## config.mk

```make
export PLATFORM = sky130hd
export DESIGN_NAME = isag_top
export DESIGN_NICKNAME = d
export VERILOG_FILES = /design/src/logic/isag_adder.v /design/src/logic/isag_top.v
export VERILOG_INCLUDE_DIRS = /design/src /design/src/logic
export SDC_FILE = /design/constraint.sdc
export NUM_CORES = 1
export LEC_CHECK = 0
export CORE_UTILIZATION = 50
export CTS_BUF_LIST = sky130_fd_sc_hd__clkbuf_8
export DETAILED_ROUTE_END_ITERATION = 10
export DONT_BUFFER_PORTS = 1
export HOLD_SLACK_MARGIN = 0.02
export SETUP_SLACK_MARGIN = 0.15
export SYNTH_ARGS = -nofsm -noshare
export SYNTH_HDL_FRONTEND = slang
export SYNTH_SLANG_ARGS = --single-unit
```

## constraint.sdc

```tcl
create_clock -name ref_clk_in -period 4.03 [get_ports ref_clk_in]
set_input_delay 0.403 -clock ref_clk_in [delete_from_list [all_inputs] [get_ports ref_clk_in]]
set_output_delay 0.403 -clock ref_clk_in [all_outputs]
set_load 0.03 [all_outputs]
```

## src/logic/isag_defs.vh

```
// constants for the indexed and symbolic address generator
`ifndef ISAG_DEFS_VH
`define ISAG_DEFS_VH
`define ISAG_AW          20
`define ISAG_DW          16
`define ISAG_LOW_LIMIT   20'h0ffff
`define ISAG_HI_ZERO     4'h0
`define ISAG_WORD_STEP   20'h00002
`define ISAG_SRC_INDEXED 2'h1
`define ISAG_DST_INDEXED 1'h1
`define ISAG_AL_BW_ADDR  2'h1
`define ISAG_FMT_LEGACY  2'h0
`define ISAG_FMT_EXT     2'h1
`define ISAG_FMT_ADDR    2'h2
`endif

```

## src/logic/isag_adder.v

```verilog
// combinational effective-address adder for one operand
`timescale 1ns/1ps
`include "isag_defs.vh"
module isag_adder #(
  parameter AW = 20,
  parameter DW = 16
) (
  // operands
  input  wire [1:0]    format_in,
  input  wire [AW-1:0] base_in,
  input  wire [3:0]    index_hi_in,
  input  wire [DW-1:0] index_lo_in,
  // result
  output reg  [AW-1:0] addr_out
);
  reg [AW-1:0] index_full;
  reg [AW-1:0] sum;
  always @* begin
    index_full = {{(AW-DW){index_lo_in[DW-1]}}, index_lo_in};
    if (format_in == `ISAG_FMT_EXT) begin
      index_full = {index_hi_in, index_lo_in};
    end
    // the sum wraps naturally at the 20-bit width
    sum = base_in + index_full;
    addr_out = sum;
    if (format_in == `ISAG_FMT_LEGACY && base_in <= `ISAG_LOW_LIMIT) begin
      addr_out = {`ISAG_HI_ZERO, sum[DW-1:0]};
    end
  end
endmodule // isag_adder

```

## src/logic/isag_top.v

```verilog
// indexed and symbolic operand address generator
//
// Behaviour
// - legacy low base: add, clear bits 19:16
// - low-base index follows opcode, stays 16-bit
// - legacy high base: sign-extend, 20-bit wrap
// - high base reaches about 32KB, may wrap
// - extended index: 4 bits extension, 16 following
// - base register never altered by sum
// - fetch consumes matching count of index words
// - address instructions: sign-extended index, two words
// - symbolic low pc: add, clear bits 19:16
// - pc unchanged; sum is temporary address only
// - symbolic high pc: sign-extend, 20-bit wrap
// - source and destination each get own index
// - symbolic is indexed with pc base
`timescale 1ns/1ps
`include "isag_defs.vh"
module isag_top #(
  parameter AW = 20,
  parameter DW = 16
) (
  // clock and reset
  input  wire          ref_clk_in,
  input  wire          reset_in,
  // decoder request
  input  wire          start_in,
  input  wire [1:0]    format_in,
  input  wire [1:0]    source_mode_field_in,
  input  wire          dst_mode_in,
  input  wire          src_is_pc_in,
  input  wire          dst_is_pc_in,
  input  wire          length_flag_in,
  input  wire          byte_word_in,
  input  wire [AW-1:0] src_base_register_in,
  input  wire [AW-1:0] dst_base_register_in,
  input  wire [AW-1:0] opcode_pc_in,
  input  wire [3:0]    src_index_hi_in,
  input  wire [3:0]    dst_index_hi_in,
  // index word stream from fetch
  input  wire          index_valid_in,
  input  wire [DW-1:0] index_word_in,
  // results
  output reg           busy_out,
  output reg           index_take_out,
  output reg           src_valid_out,
  output reg  [AW-1:0] src_addr_out,
  output reg           dst_valid_out,
  output reg  [AW-1:0] dst_addr_out,
  output reg           wide_data_out,
  output reg           second_word_out,
  output reg  [1:0]    index_words_out
);
  localparam ST_IDLE = 3'b001;
  localparam ST_SRC  = 3'b010;
  localparam ST_DST  = 3'b100;

  reg [2:0]    state;
  reg [1:0]    fmt;
  reg          dst_idx;
  reg          src_pc;
  reg          dst_pc;
  reg [AW-1:0] src_base;
  reg [AW-1:0] dst_base;
  reg [3:0]    src_hi;
  reg [3:0]    dst_hi;
  reg [AW-1:0] word_pc;
  reg [AW-1:0] next_word_pc;
  reg [AW-1:0] cur_base;
  reg [3:0]    cur_hi;
  wire [AW-1:0] sum;

  // decoding shared by the request latch, the branch and the word count
  function src_indexed;
    input [1:0] mode;
    begin
      src_indexed = (mode == `ISAG_SRC_INDEXED);
    end
  endfunction

  function dst_indexed;
    input mode;
    begin
      dst_indexed = (mode == `ISAG_DST_INDEXED);
    end
  endfunction

  function [1:0] index_count;
    input [1:0] mode;
    input       dmode;
    begin
      index_count = {1'b0, src_indexed(mode)} + {1'b0, dst_indexed(dmode)};
    end
  endfunction

  function wide_data;
    input       length_flag;
    input       byte_word;
    input [1:0] format;
    begin
      // address instructions always move two-word operands
      wide_data = ({length_flag, byte_word} == `ISAG_AL_BW_ADDR) ||
                  (format == `ISAG_FMT_ADDR);
    end
  endfunction

  function [AW-1:0] word_after;
    input [AW-1:0] addr;
    begin
      word_after = addr + `ISAG_WORD_STEP;
    end
  endfunction

  function [AW-1:0] pick_base;
    input          use_pc;
    input [AW-1:0] pc;
    input [AW-1:0] base;
    begin
      pick_base = use_pc ? pc : base;
    end
  endfunction

  // base and pc are only read here, so the sum never rewrites either
  always @* begin
    cur_base = (state == ST_SRC) ? pick_base(src_pc, word_pc, src_base)
                                 : pick_base(dst_pc, word_pc, dst_base);
    cur_hi   = (state == ST_SRC) ? src_hi : dst_hi;
    next_word_pc = word_after(word_pc);
  end

  isag_adder #(
    .AW (AW),
    .DW (DW)
  ) u_adder (
    .format_in   (fmt),
    .base_in     (cur_base),
    .index_hi_in (cur_hi),
    .index_lo_in (index_word_in),
    .addr_out    (sum)
  );

  always @(posedge ref_clk_in) begin
    if (reset_in) begin
      state           <= ST_IDLE;
      fmt             <= `ISAG_FMT_LEGACY;
      dst_idx         <= 1'b0;
      src_pc          <= 1'b0;
      dst_pc          <= 1'b0;
      src_base        <= {AW{1'b0}};
      dst_base        <= {AW{1'b0}};
      src_hi          <= `ISAG_HI_ZERO;
      dst_hi          <= `ISAG_HI_ZERO;
      word_pc         <= {AW{1'b0}};
      busy_out        <= 1'b0;
      index_take_out  <= 1'b0;
      src_valid_out   <= 1'b0;
      src_addr_out    <= {AW{1'b0}};
      dst_valid_out   <= 1'b0;
      dst_addr_out    <= {AW{1'b0}};
      wide_data_out   <= 1'b0;
      second_word_out <= 1'b0;
      index_words_out <= 2'h0;
    end else begin
      index_take_out <= 1'b0;
      src_valid_out  <= 1'b0;
      dst_valid_out  <= 1'b0;
      case (state)
        ST_IDLE: begin
          if (start_in) begin
            fmt      <= format_in;
            dst_idx  <= dst_indexed(dst_mode_in);
            src_pc   <= src_is_pc_in;
            dst_pc   <= dst_is_pc_in;
            src_base <= src_base_register_in;
            dst_base <= dst_base_register_in;
            src_hi   <= src_index_hi_in;
            dst_hi   <= dst_index_hi_in;
            // first index word sits right after the opcode word
            word_pc  <= word_after(opcode_pc_in);
            wide_data_out <= wide_data(length_flag_in, byte_word_in,
                                       format_in);
            second_word_out <= (format_in == `ISAG_FMT_ADDR);
            index_words_out <= index_count(source_mode_field_in,
                                           dst_mode_in);
            if (src_indexed(source_mode_field_in)) begin
              state    <= ST_SRC;
              busy_out <= 1'b1;
            end else if (dst_indexed(dst_mode_in)) begin
              state    <= ST_DST;
              busy_out <= 1'b1;
            end
          end
        end
        ST_SRC: begin
          // a word left standing would be taken again by the next state
          if (index_valid_in) begin
            index_take_out <= 1'b1;
            src_valid_out  <= 1'b1;
            src_addr_out   <= sum;
            word_pc        <= next_word_pc;
            if (dst_idx) begin
              state <= ST_DST;
            end else begin
              state    <= ST_IDLE;
              busy_out <= 1'b0;
            end
          end
        end
        ST_DST: begin
          if (index_valid_in) begin
            index_take_out <= 1'b1;
            dst_valid_out  <= 1'b1;
            dst_addr_out   <= sum;
            word_pc        <= next_word_pc;
            state          <= ST_IDLE;
            busy_out       <= 1'b0;
          end
        end
        default: begin
          state    <= ST_IDLE;
          busy_out <= 1'b0;
        end
      endcase
    end
  end
endmodule // isag_top
```

==> results of run 1 <==
## worst max-delay path, stage by stage, from the launching register on
cell	delay (ns)
dfxtp_1	0.45
nor3b_4	0.34
or2_1	0.40
o22ai_1	0.16
nor2_1	0.13
ha_1	0.17
inv_1	0.05
fa_1	0.40
nor2b_1	0.15
o31a_1	0.19
o21a_1	0.20
a21boi_1	0.14
o311ai_1	0.33
xor2_1	0.14
a22o_1	0.22
## kinds of logic (layout without fill, tap and decap cells)
| group | Yosys count | after routing |
|---|---|---|
| xor+xnor | 17 | 17 |
| mux | 20 | 20 |
| compound gates | 269 | 269 |
| simple gates | 384 | 384 |
| buf+inv | 71 | 66 |
| flops | 124 | 124 |
| fa+ha+maj | 23 | 23 |
## power groups by stage
stage	combinational [mW]	clock [mW]	sequential, mW
after floorplan	0.957	0	1.49
after global placement	1.21	0	1.54
after detailed placement	1.24	0	1.54
after CTS	1.25	1.11	1.51
after global routing	1.40	1.18	1.53
final	1.27	1.10	1.52
## per-stage QoR
stage	power [mW]	instances
final	3.89	1079
after global routing	4.11	1079
after CTS	3.88	1077
after detailed placement	2.78	1041
after global placement	2.75	1041
after floorplan	2.45	908
## per-layer routing
layer	vias up	GRT usage (%)
li1	3171	-
met1	3046	40.1
met2	267	44.6
met3	20	7.14
met4	0	8.97
met5	-	0
## repair_timing
action / CTS / global route
resized for setup: 0 / 1
endpoints found under the hold margin: 7 / 7
buffers inserted: 0 / 1
endpoints found under the setup margin: 0 / 8
hold buffers: 4 / 1
## final timing paths
check                                   from                to  slack, ns  cells past startpoint
worst max-delay path                state[1]  dst_addr_out[16]       0.44                     14
worst min-delay path                reset_in  pick_base.pc[13]       0.05                      1
worst max register to register      state[1]  dst_addr_out[16]       0.44                     14
worst min register to register  dst_base[10]      dst_base[10]       0.46                      2
## placed cells by master (no fill, tap or decap), types with 6 or more instances in the layout
master	Yosys	routed
nand4_1	11	11
mux2i_1	17	17
a31oi_1	14	14
dfxtp_1	124	124
inv_1	13	15
a22oi_1	6	6
nand3_1	25	25
nand2b_1	7	7
buf_4	2	16
ha_1	22	22
nor3_1	6	6
nor2_1	72	72
clkbuf_8	0	20
a22o_1	8	8
o22ai_1	18	18
nand2_1	222	221
o2111ai_1	6	6
xor2_1	7	7
o21ai_0	32	32
xnor2_1	10	10
nor2b_1	8	8
a21oi_1	123	123
o21a_1	11	11
## final cells by class
class                      instances  area [sq um]  share of cell area (%)
clock buffer                      20           275                    3.77
clock inverter                    12           123                    1.68
inverter                          13          48.8                   0.667
multi-input combinational        713          3990                    54.6
sequential                       124          2480                    34.0
tap                              176           220                    3.01
timing repair buffer              21           170                    2.33
## sequential cells by signal, indices dropped and copies added, names as in the netlist, 2 cells and up
signal	flops
src_addr_out	20
index_words_out	2
src_base	20
pick_base.pc	20
state	3
dst_base	20
dst_hi	4
src_hi	4
dst_addr_out	20
fmt	2
==> impl_metrics.toml, run 1 <==
[run_status]
status = "finished clean"

[synthesis]
synth_nets = 1028
yosysTopAreaCellShare_pct = 36.8
synth_xor_area_share_pct = 2.21
synth_edf_count = 0
synth_top_family_by_area = "compound AO/OA/AOI/OAI gates"
yosysUniqueCellTypes = 71
ys_seq_area_share_pct = 36.8
synth_commonest_cells = "222 x nand2_1, 124 x dfxtp_1, 123 x a21oi_1"
syn-instance-count = 908
yosysTopAreaCell = "dfxtp_1"
synthAdderAreaFrac_pct = 4.38
async_flop_share_pct = 0
synth_warnings = 0
ys_ff_latch = 124
synthTopCellsByArea = "dfxtp_1 37%, nand2_1 12%, a21oi_1 9.1%, ha_1 4.1%, nor2_1 4.0%"
syn_avg_cell_area_sq_um = 7.43
synth-compound-area-share_pct = 24.8
synthesis.area_sq_um = 6750
synthMostInstantiatedCell = "nand2_1"
synth_mux_area_share_pct = 3.02
synth-simple-area-share_pct = 24.7
synth_flop_cell = "dfxtp_1"

[power_and_ir_drop]
p_switching_mw = 1.48
p_int_mw = 2.41
powerDensity_nw_per_um2 = 531
leakagePower_nw = 2.82
clock_power_share_pct = 28.3
ir_drop_mv = 0.335
p_sw_share_pct = 38.1
p_comb_share_pct = 32.6
seq_power_share_pct = 39.1

[placement]
routabilityCongestion = 0.878
dp_hpwl_um = 14600
place.port_buffers = 0
dpl-instance-area_sq_um = 6850
dpl_worst_slack_ns = 0.407

[sta]
finalHoldViolCount = 0
fin_crit_ns = 3.59
rsz0062_at_grt = "false"
worst_hold_slack_ns = 0.0512
setup_viol = 0
setup_slack_ns = 0.439
finalCritPeriodShare_pct = 89.1
clock_skew_ns = 0.0198
fin_setup_tns_ns = 0
drv_slew = 0
fmax_ghz = 0.279
slew_headroom_pct = 25.6
worst_slew_pin_slew_ns = 1.11

[finish]
n_antenna_cell = 0
fill_cells = 1320
drive_above_1_share_pct = 6.87
fin_area_sq_um = 7310
syn_to_final_growth_pct = 8.32
nets = 1010
final_util_pct = 55.4

[clock_network]
cts_buffers = 17
clk_latency_ns = 0.44
clock_sinks = 124
clk_pin_slew_ns = 0.07
cts_tree = "yes"
cts_root_buffer = "clkbuf_8"
cts.path.max_buffers = 2
h-tree-depth = 4

[worst_setup_path]
worstSetupPathType = "reg -> reg"
cp_max_fo = 11
critPathCaptureType = "flip-flop"
cp.arrival_ns = 3.91
critPathLaunchType = "flip-flop"
cp.required_ns = 4.35

[route]
ant_nets = 0
top_layer = "met4"
wire_per_inst_um = 18.7
drtIter0Drc = 512
routed-wl-met3_um = 1710
wl_met2_um = 9100
wl_met1_um = 9120
routed_wl_um = 20200
drc = 0
vias = 6504
detail_route.vias_per_cell = 6.03
dr.pass1.iters = 5

[global_routing]
antenna_found_initial = 0
grt_pass1_wl_um = 31600
grt_util_all_layers_pct = 29.1
grt_max_degree = 104
grt-ovfl-total = 0
grt_pass1_vias = 5889

[floorplan]
die_h_um = 118
core-area_sq_um = 13200
start_util_pct = 51.2
die_area_sq_um = 14000
die_w_um = 118
num_io_pins = 145
std_cell_rows = 42

[worst_hold_path]
worstHoldPathType = "in -> reg"

[flow_run]
max_cap_violations = 0
Note: power is estimated with default switching activity, not from simulation.
==> run 2: changes to the inputs <==
- RECOVER_POWER: not set -> 100
==> run 2 against run 1 <==
Effect of this change:
- via count increased by 0.66%
- sequential power is essentially flat
- clock skew decreased by 0.0053 ns
- combinational power about the same
- sequential share of layout area grew 0.099 points
- final cell count unchanged
- routed wire length barely moved
- count of clock-buffer cells in the layout is the same
- critical path depth stayed put
- maximum frequency is 1.3% lower
- core utilization shrank 0.16 points
- non-clock buffer count is the same
- critical endpoint is now dst_addr_out[15]
==> impl_metrics.toml, run 2 (synthesis gave the netlist of run 1 again) <==
[finish]
final_util_pct = 55.3
drive_above_1_share_pct = 6.31
syn_to_final_growth_pct = 8.01
n_antenna_cell = 0
multi_input_area_sq_um = 3990
fin_area_sq_um = 7290
final_common_cell = "nand2_1"
instances_no_fill = 1079
seqCellArea_sq_um = 2480
fill_cells = 1323
nets = 1010
layout_common_cells = "221 x nand2_1, 124 x dfxtp_1, 123 x a21oi_1"

[global_routing]
grt_pass1_wl_um = 31600
grt_util_all_layers_pct = 29.1
antenna_found_initial = 0
grt-ovfl-total = 0
grt_pass1_vias = 5889
grt_max_degree = 104

[sta]
fmax_ghz = 0.275
slew_headroom_pct = 5.62
setup_viol = 0
fin_crit_ns = 3.64
worst_slew_pin_slew_ns = 1.40
fin_setup_tns_ns = 0
drv_slew = 0
clock_skew_ns = 0.0144
rsz0062_at_grt = "false"
finalCritPeriodShare_pct = 90.3
finalHoldViolCount = 0
worst_hold_slack_ns = 0.0565

[route]
dr.pass1.iters = 5
routed_wl_um = 20300
wire_per_inst_um = 18.8
detail_route.vias_per_cell = 6.07
drtIter0Drc = 546
vias = 6547
drc = 0
ant_nets = 0

[floorplan]
core-area_sq_um = 13200
die_area_sq_um = 14000
start_util_pct = 51.2
num_io_pins = 145
die_h_um = 118
std_cell_rows = 42
die_w_um = 118

[power_and_ir_drop]
powerDensity_nw_per_um2 = 532
ir_drop_mv = 0.335
leakagePower_nw = 2.80

[worst_setup_path]
worstSetupPathType = "reg -> reg"
critPathCaptureType = "flip-flop"
regToRegSetupSlack_ns = 0.39
critPathLaunchType = "flip-flop"
cp.arrival_ns = 3.96
cp_max_fo = 19
r2r_cells = 14
cp.required_ns = 4.36

[clock_network]
clock_sinks = 124
clk_latency_ns = 0.44
cts_tree = "yes"
cts_root_buffer = "clkbuf_8"
h-tree-depth = 4
cts_buffers = 17
cts.path.max_buffers = 2
clk_pin_slew_ns = 0.07

[placement]
dpl-instance-area_sq_um = 6850
placedCellCount = 1041
routabilityCongestion = 0.878
dp_hpwl_um = 14600
place.port_buffers = 0

[flow_run]
max_cap_violations = 0

[worst_hold_path]
worstHoldPathType = "in -> reg"
holdPathStages = 1

[run_status]
status = "finished clean"
[run 2: worst max-delay path, stage by stage (launching register included)]
cell and delay [ns]:
dfxtp_1 0.45, nor3b_4 0.34, mux2i_1 0.27, buf_4 0.26, nor2_1 0.11, nor2_1 0.12, ha_1 0.29, a21o_1 0.20
a21oi_1 0.17, a21boi_0 0.25, a211oi_1 0.35, clkbuf_1 0.23, o21bai_1 0.10, xor2_1 0.16, a22o_1 0.22
[run 2: power breakdown]
part | internal, mW | switching, mW
Sequential | 1.35 | 0.164
Clock | 0.592 | 0.504
Combinational | 0.454 | 0.807
Total | 2.40 | 1.48
[run 2: routing by layer]
layer	track usage, %	up-vias	wire, um
met5	0	-	0
met4	8.97	0	335
met3	7.14	20	1680
met2	44.6	293	9030
met1	40.1	3059	9200
li1	-	3175	-
[run 2: metrics by stage]
step,total power [mW],setup WS (ns)
finish,3.88,0.392
floorplan,2.45,0.559
global route,4.11,0.0955
detailed placement,2.78,0.407
global placement,2.75,0.472
CTS,3.88,0.387
[run 2: area by class of cell]
class / instances / share of cell area (%)
multi-input combinational: 713 / 54.7
timing repair buffer: 21 / 2.11
clock buffer: 20 / 3.78
inverter: 13 / 0.669
clock inverter: 12 / 1.68
tap: 176 / 3.02
sequential: 124 / 34.1
[run 2: what timing repair did]
item	in CTS	in global routing
endpoints found under the hold margin	7	7
hold buffers	4	1
setup endpoints to repair	0	8
buffers inserted	0	1
gates resized for setup	0	1
[run 2: final timing paths]
path / to / startpoint
setup / recovery: dst_addr_out[15] / state[1]
hold / removal: pick_base.pc[13] / reset_in
setup reg to reg: dst_addr_out[15] / state[1]
hold reg to reg: dst_base[10] / dst_base[10]
==> run 3: changes to the inputs <==
- PLACE_DENSITY: not set -> 0.68
- clock period: 4.03 -> 3.13 ns (I/O delays scaled with it)
==> run 3 against run 2 <==
Effect of this change:
- the run now ends with negative setup slack left
- design area up 16%
- die area unchanged
- sequential share of layout area down 4.7 points
- core utilization up 8.9 points
- total power up 41%
- final cell count up 9.2%
- combinational power up 67%
- first-iteration DRC count down 16%
- register-to-register slack worse by 0.40 ns
- sequential power up 28%
- critical path depth down 1
- largest cell class unchanged
==> impl_metrics.toml, run 3 (synthesis gave the netlist of run 1 again) <==
[run_status]
status = "finished, violations left"
violations = "negative setup slack"

[finish]
layout_common_cells = "219 x nand2_1, 121 x dfxtp_1, 114 x a21oi_1"
instances_no_fill = 1178
n_antenna_cell = 0
nets = 1110
syn_to_final_growth_pct = 25.3
final_common_cell = "nand2_1"
drive_above_1_share_pct = 15.8

[sta]
setup_viol = 2
fin_crit_ns = 3.14
fin_setup_tns_ns = -0.0184
fmax_ghz = 0.318
finalHoldViolCount = 0
worst_slew_pin_slew_ns = 1.10
finalCritPeriodShare_pct = 100
clock_skew_ns = 0.00825
drv_slew = 0
setup_slack_ns = -0.0119
rsz0062_at_grt = "true"
slew_headroom_pct = 26.2

[floorplan]
die_w_um = 118
start_util_pct = 51.2
die_area_sq_um = 14000
std_cell_rows = 42
core-area_sq_um = 13200
die_h_um = 118
num_io_pins = 145

[worst_setup_path]
critPathCaptureType = "flip-flop"
cp_max_fo = 7
crit_top_cell = "nor2_1"
cp.required_ns = 3.46
cpPeakStageDelay_ns = 0.34
cp.arrival_ns = 3.47
crit_path_cell_trace = "nor3b_4 > mux2i_2 > buf_4 > nor2_1 > nor2_1 > ha_1 > nor2b_4 > o31a_1 > o211ai_1 > nand2_2 > a21oi_2 > nor4_1 > a311o_1"
worstSetupPathType = "reg -> reg"
critPathLaunchType = "flip-flop"
cp_slowest_cell = "dfxtp_2"

[clock_network]
h-tree-depth = 4
clk_latency_ns = 0.45
cts_tree = "yes"
clock_sinks = 124
cts_buffers = 17
clk_pin_slew_ns = 0.07
cts_root_buffer = "clkbuf_8"
cts.path.max_buffers = 2

[global_routing]
grt_pass1_wl_um = 34300
grt_util_all_layers_pct = 31.4
grt-ovfl-total = 0
antenna_found_initial = 0
grt_max_degree = 105
grt_pass1_vias = 6751

[placement]
place.port_buffers = 0
dp_hpwl_um = 15100
routabilityCongestion = 0.914
dpl_worst_slack_ns = -0.105
placedCellCount = 1072

[power_and_ir_drop]
p_total_mw = 5.47
powerDensity_nw_per_um2 = 647
ir_drop_mv = 0.466
leakagePower_nw = 3.34

[route]
wire_per_inst_um = 18.5
detail_route.vias_per_cell = 5.98
dr.pass1.iters = 5
ant_nets = 0
drc = 0
vias = 7049
routed_wl_um = 21800
drtIter0Drc = 458

[worst_hold_path]
worstHoldPathType = "in -> reg"

[flow_run]
max_cap_violations = 0
run 3: area by class of cell:
type	instances	area [sq um]
Clock buffer	20	275
Clock inverter	11	120
Fill cell	1164	4730
Inverter	13	48.8
Multi-Input combinational cell	713	4230
Sequential cell	124	2490
Tap cell	176	220
Timing Repair Buffer	121	1080
run 3: power by group:
group          switching, mW  leakage [nW]  internal (mW)
clock network          0.645         0.202          0.762
logic                   1.22          2.13          0.893
registers              0.207          1.01           1.75
total                   2.07          3.34           3.40
run 3: stage by stage:
step	cell area (sq um)	utilization (%)	hold slack [ns]
after CTS	8350	63.3	0.0253
after detailed placement	7120	54.0	0.404
after global routing	8460	64.1	0.0282
after global placement	7120	54.0	0.400
after floorplan	6810	-	0.409
final	8460	64.1	0.0489
run 3: worst paths after layout:
kind / startpoint / to / slack, ns / depth (start not counted)
min: src_base_register_in[17] / src_base[17] / 0.05 / 2
max reg2reg: state[2] / dst_addr_out[14] / -0.01 / 13
max: state[2] / dst_addr_out[14] / -0.01 / 13
min reg2reg: src_base[15] / src_base[15] / 0.46 / 2
run 3: critical path, delay by kind of cell (launching register included):
family	cells	cell delay [ns]
multiplexers	1	0.28
flip-flops	1	0.34
AO/OA/AOI/OAI	4	1.14
buffers and inverters	1	0.19
AND/OR/NAND/NOR	6	0.81
adder cells (fa/ha/maj)	1	0.26
run 3: per-layer routing:
layer | up-vias | routed length (um) | part of all wire, % | global-route usage (%)
met1 | 3346 | 9280 | 43 | 39.1
met2 | 288 | 10500 | 48 | 52.7
li1 | 3362 | - | - | -
met4 | 0 | 629 | 2.9 | 13.1
met3 | 53 | 1370 | 6.3 | 6.47
met5 | - | 0 | 0 | 0
run 3: what timing repair did:
action / 4_1_cts / 5_1_grt
gates resized for setup: 38 / 14
pin swaps: 32 / 13
hold buffers: 54 / 0
endpoints found under the setup margin: 24 / 36
setup buffers: 14 / 7
hold endpoints to repair: 104 / 0
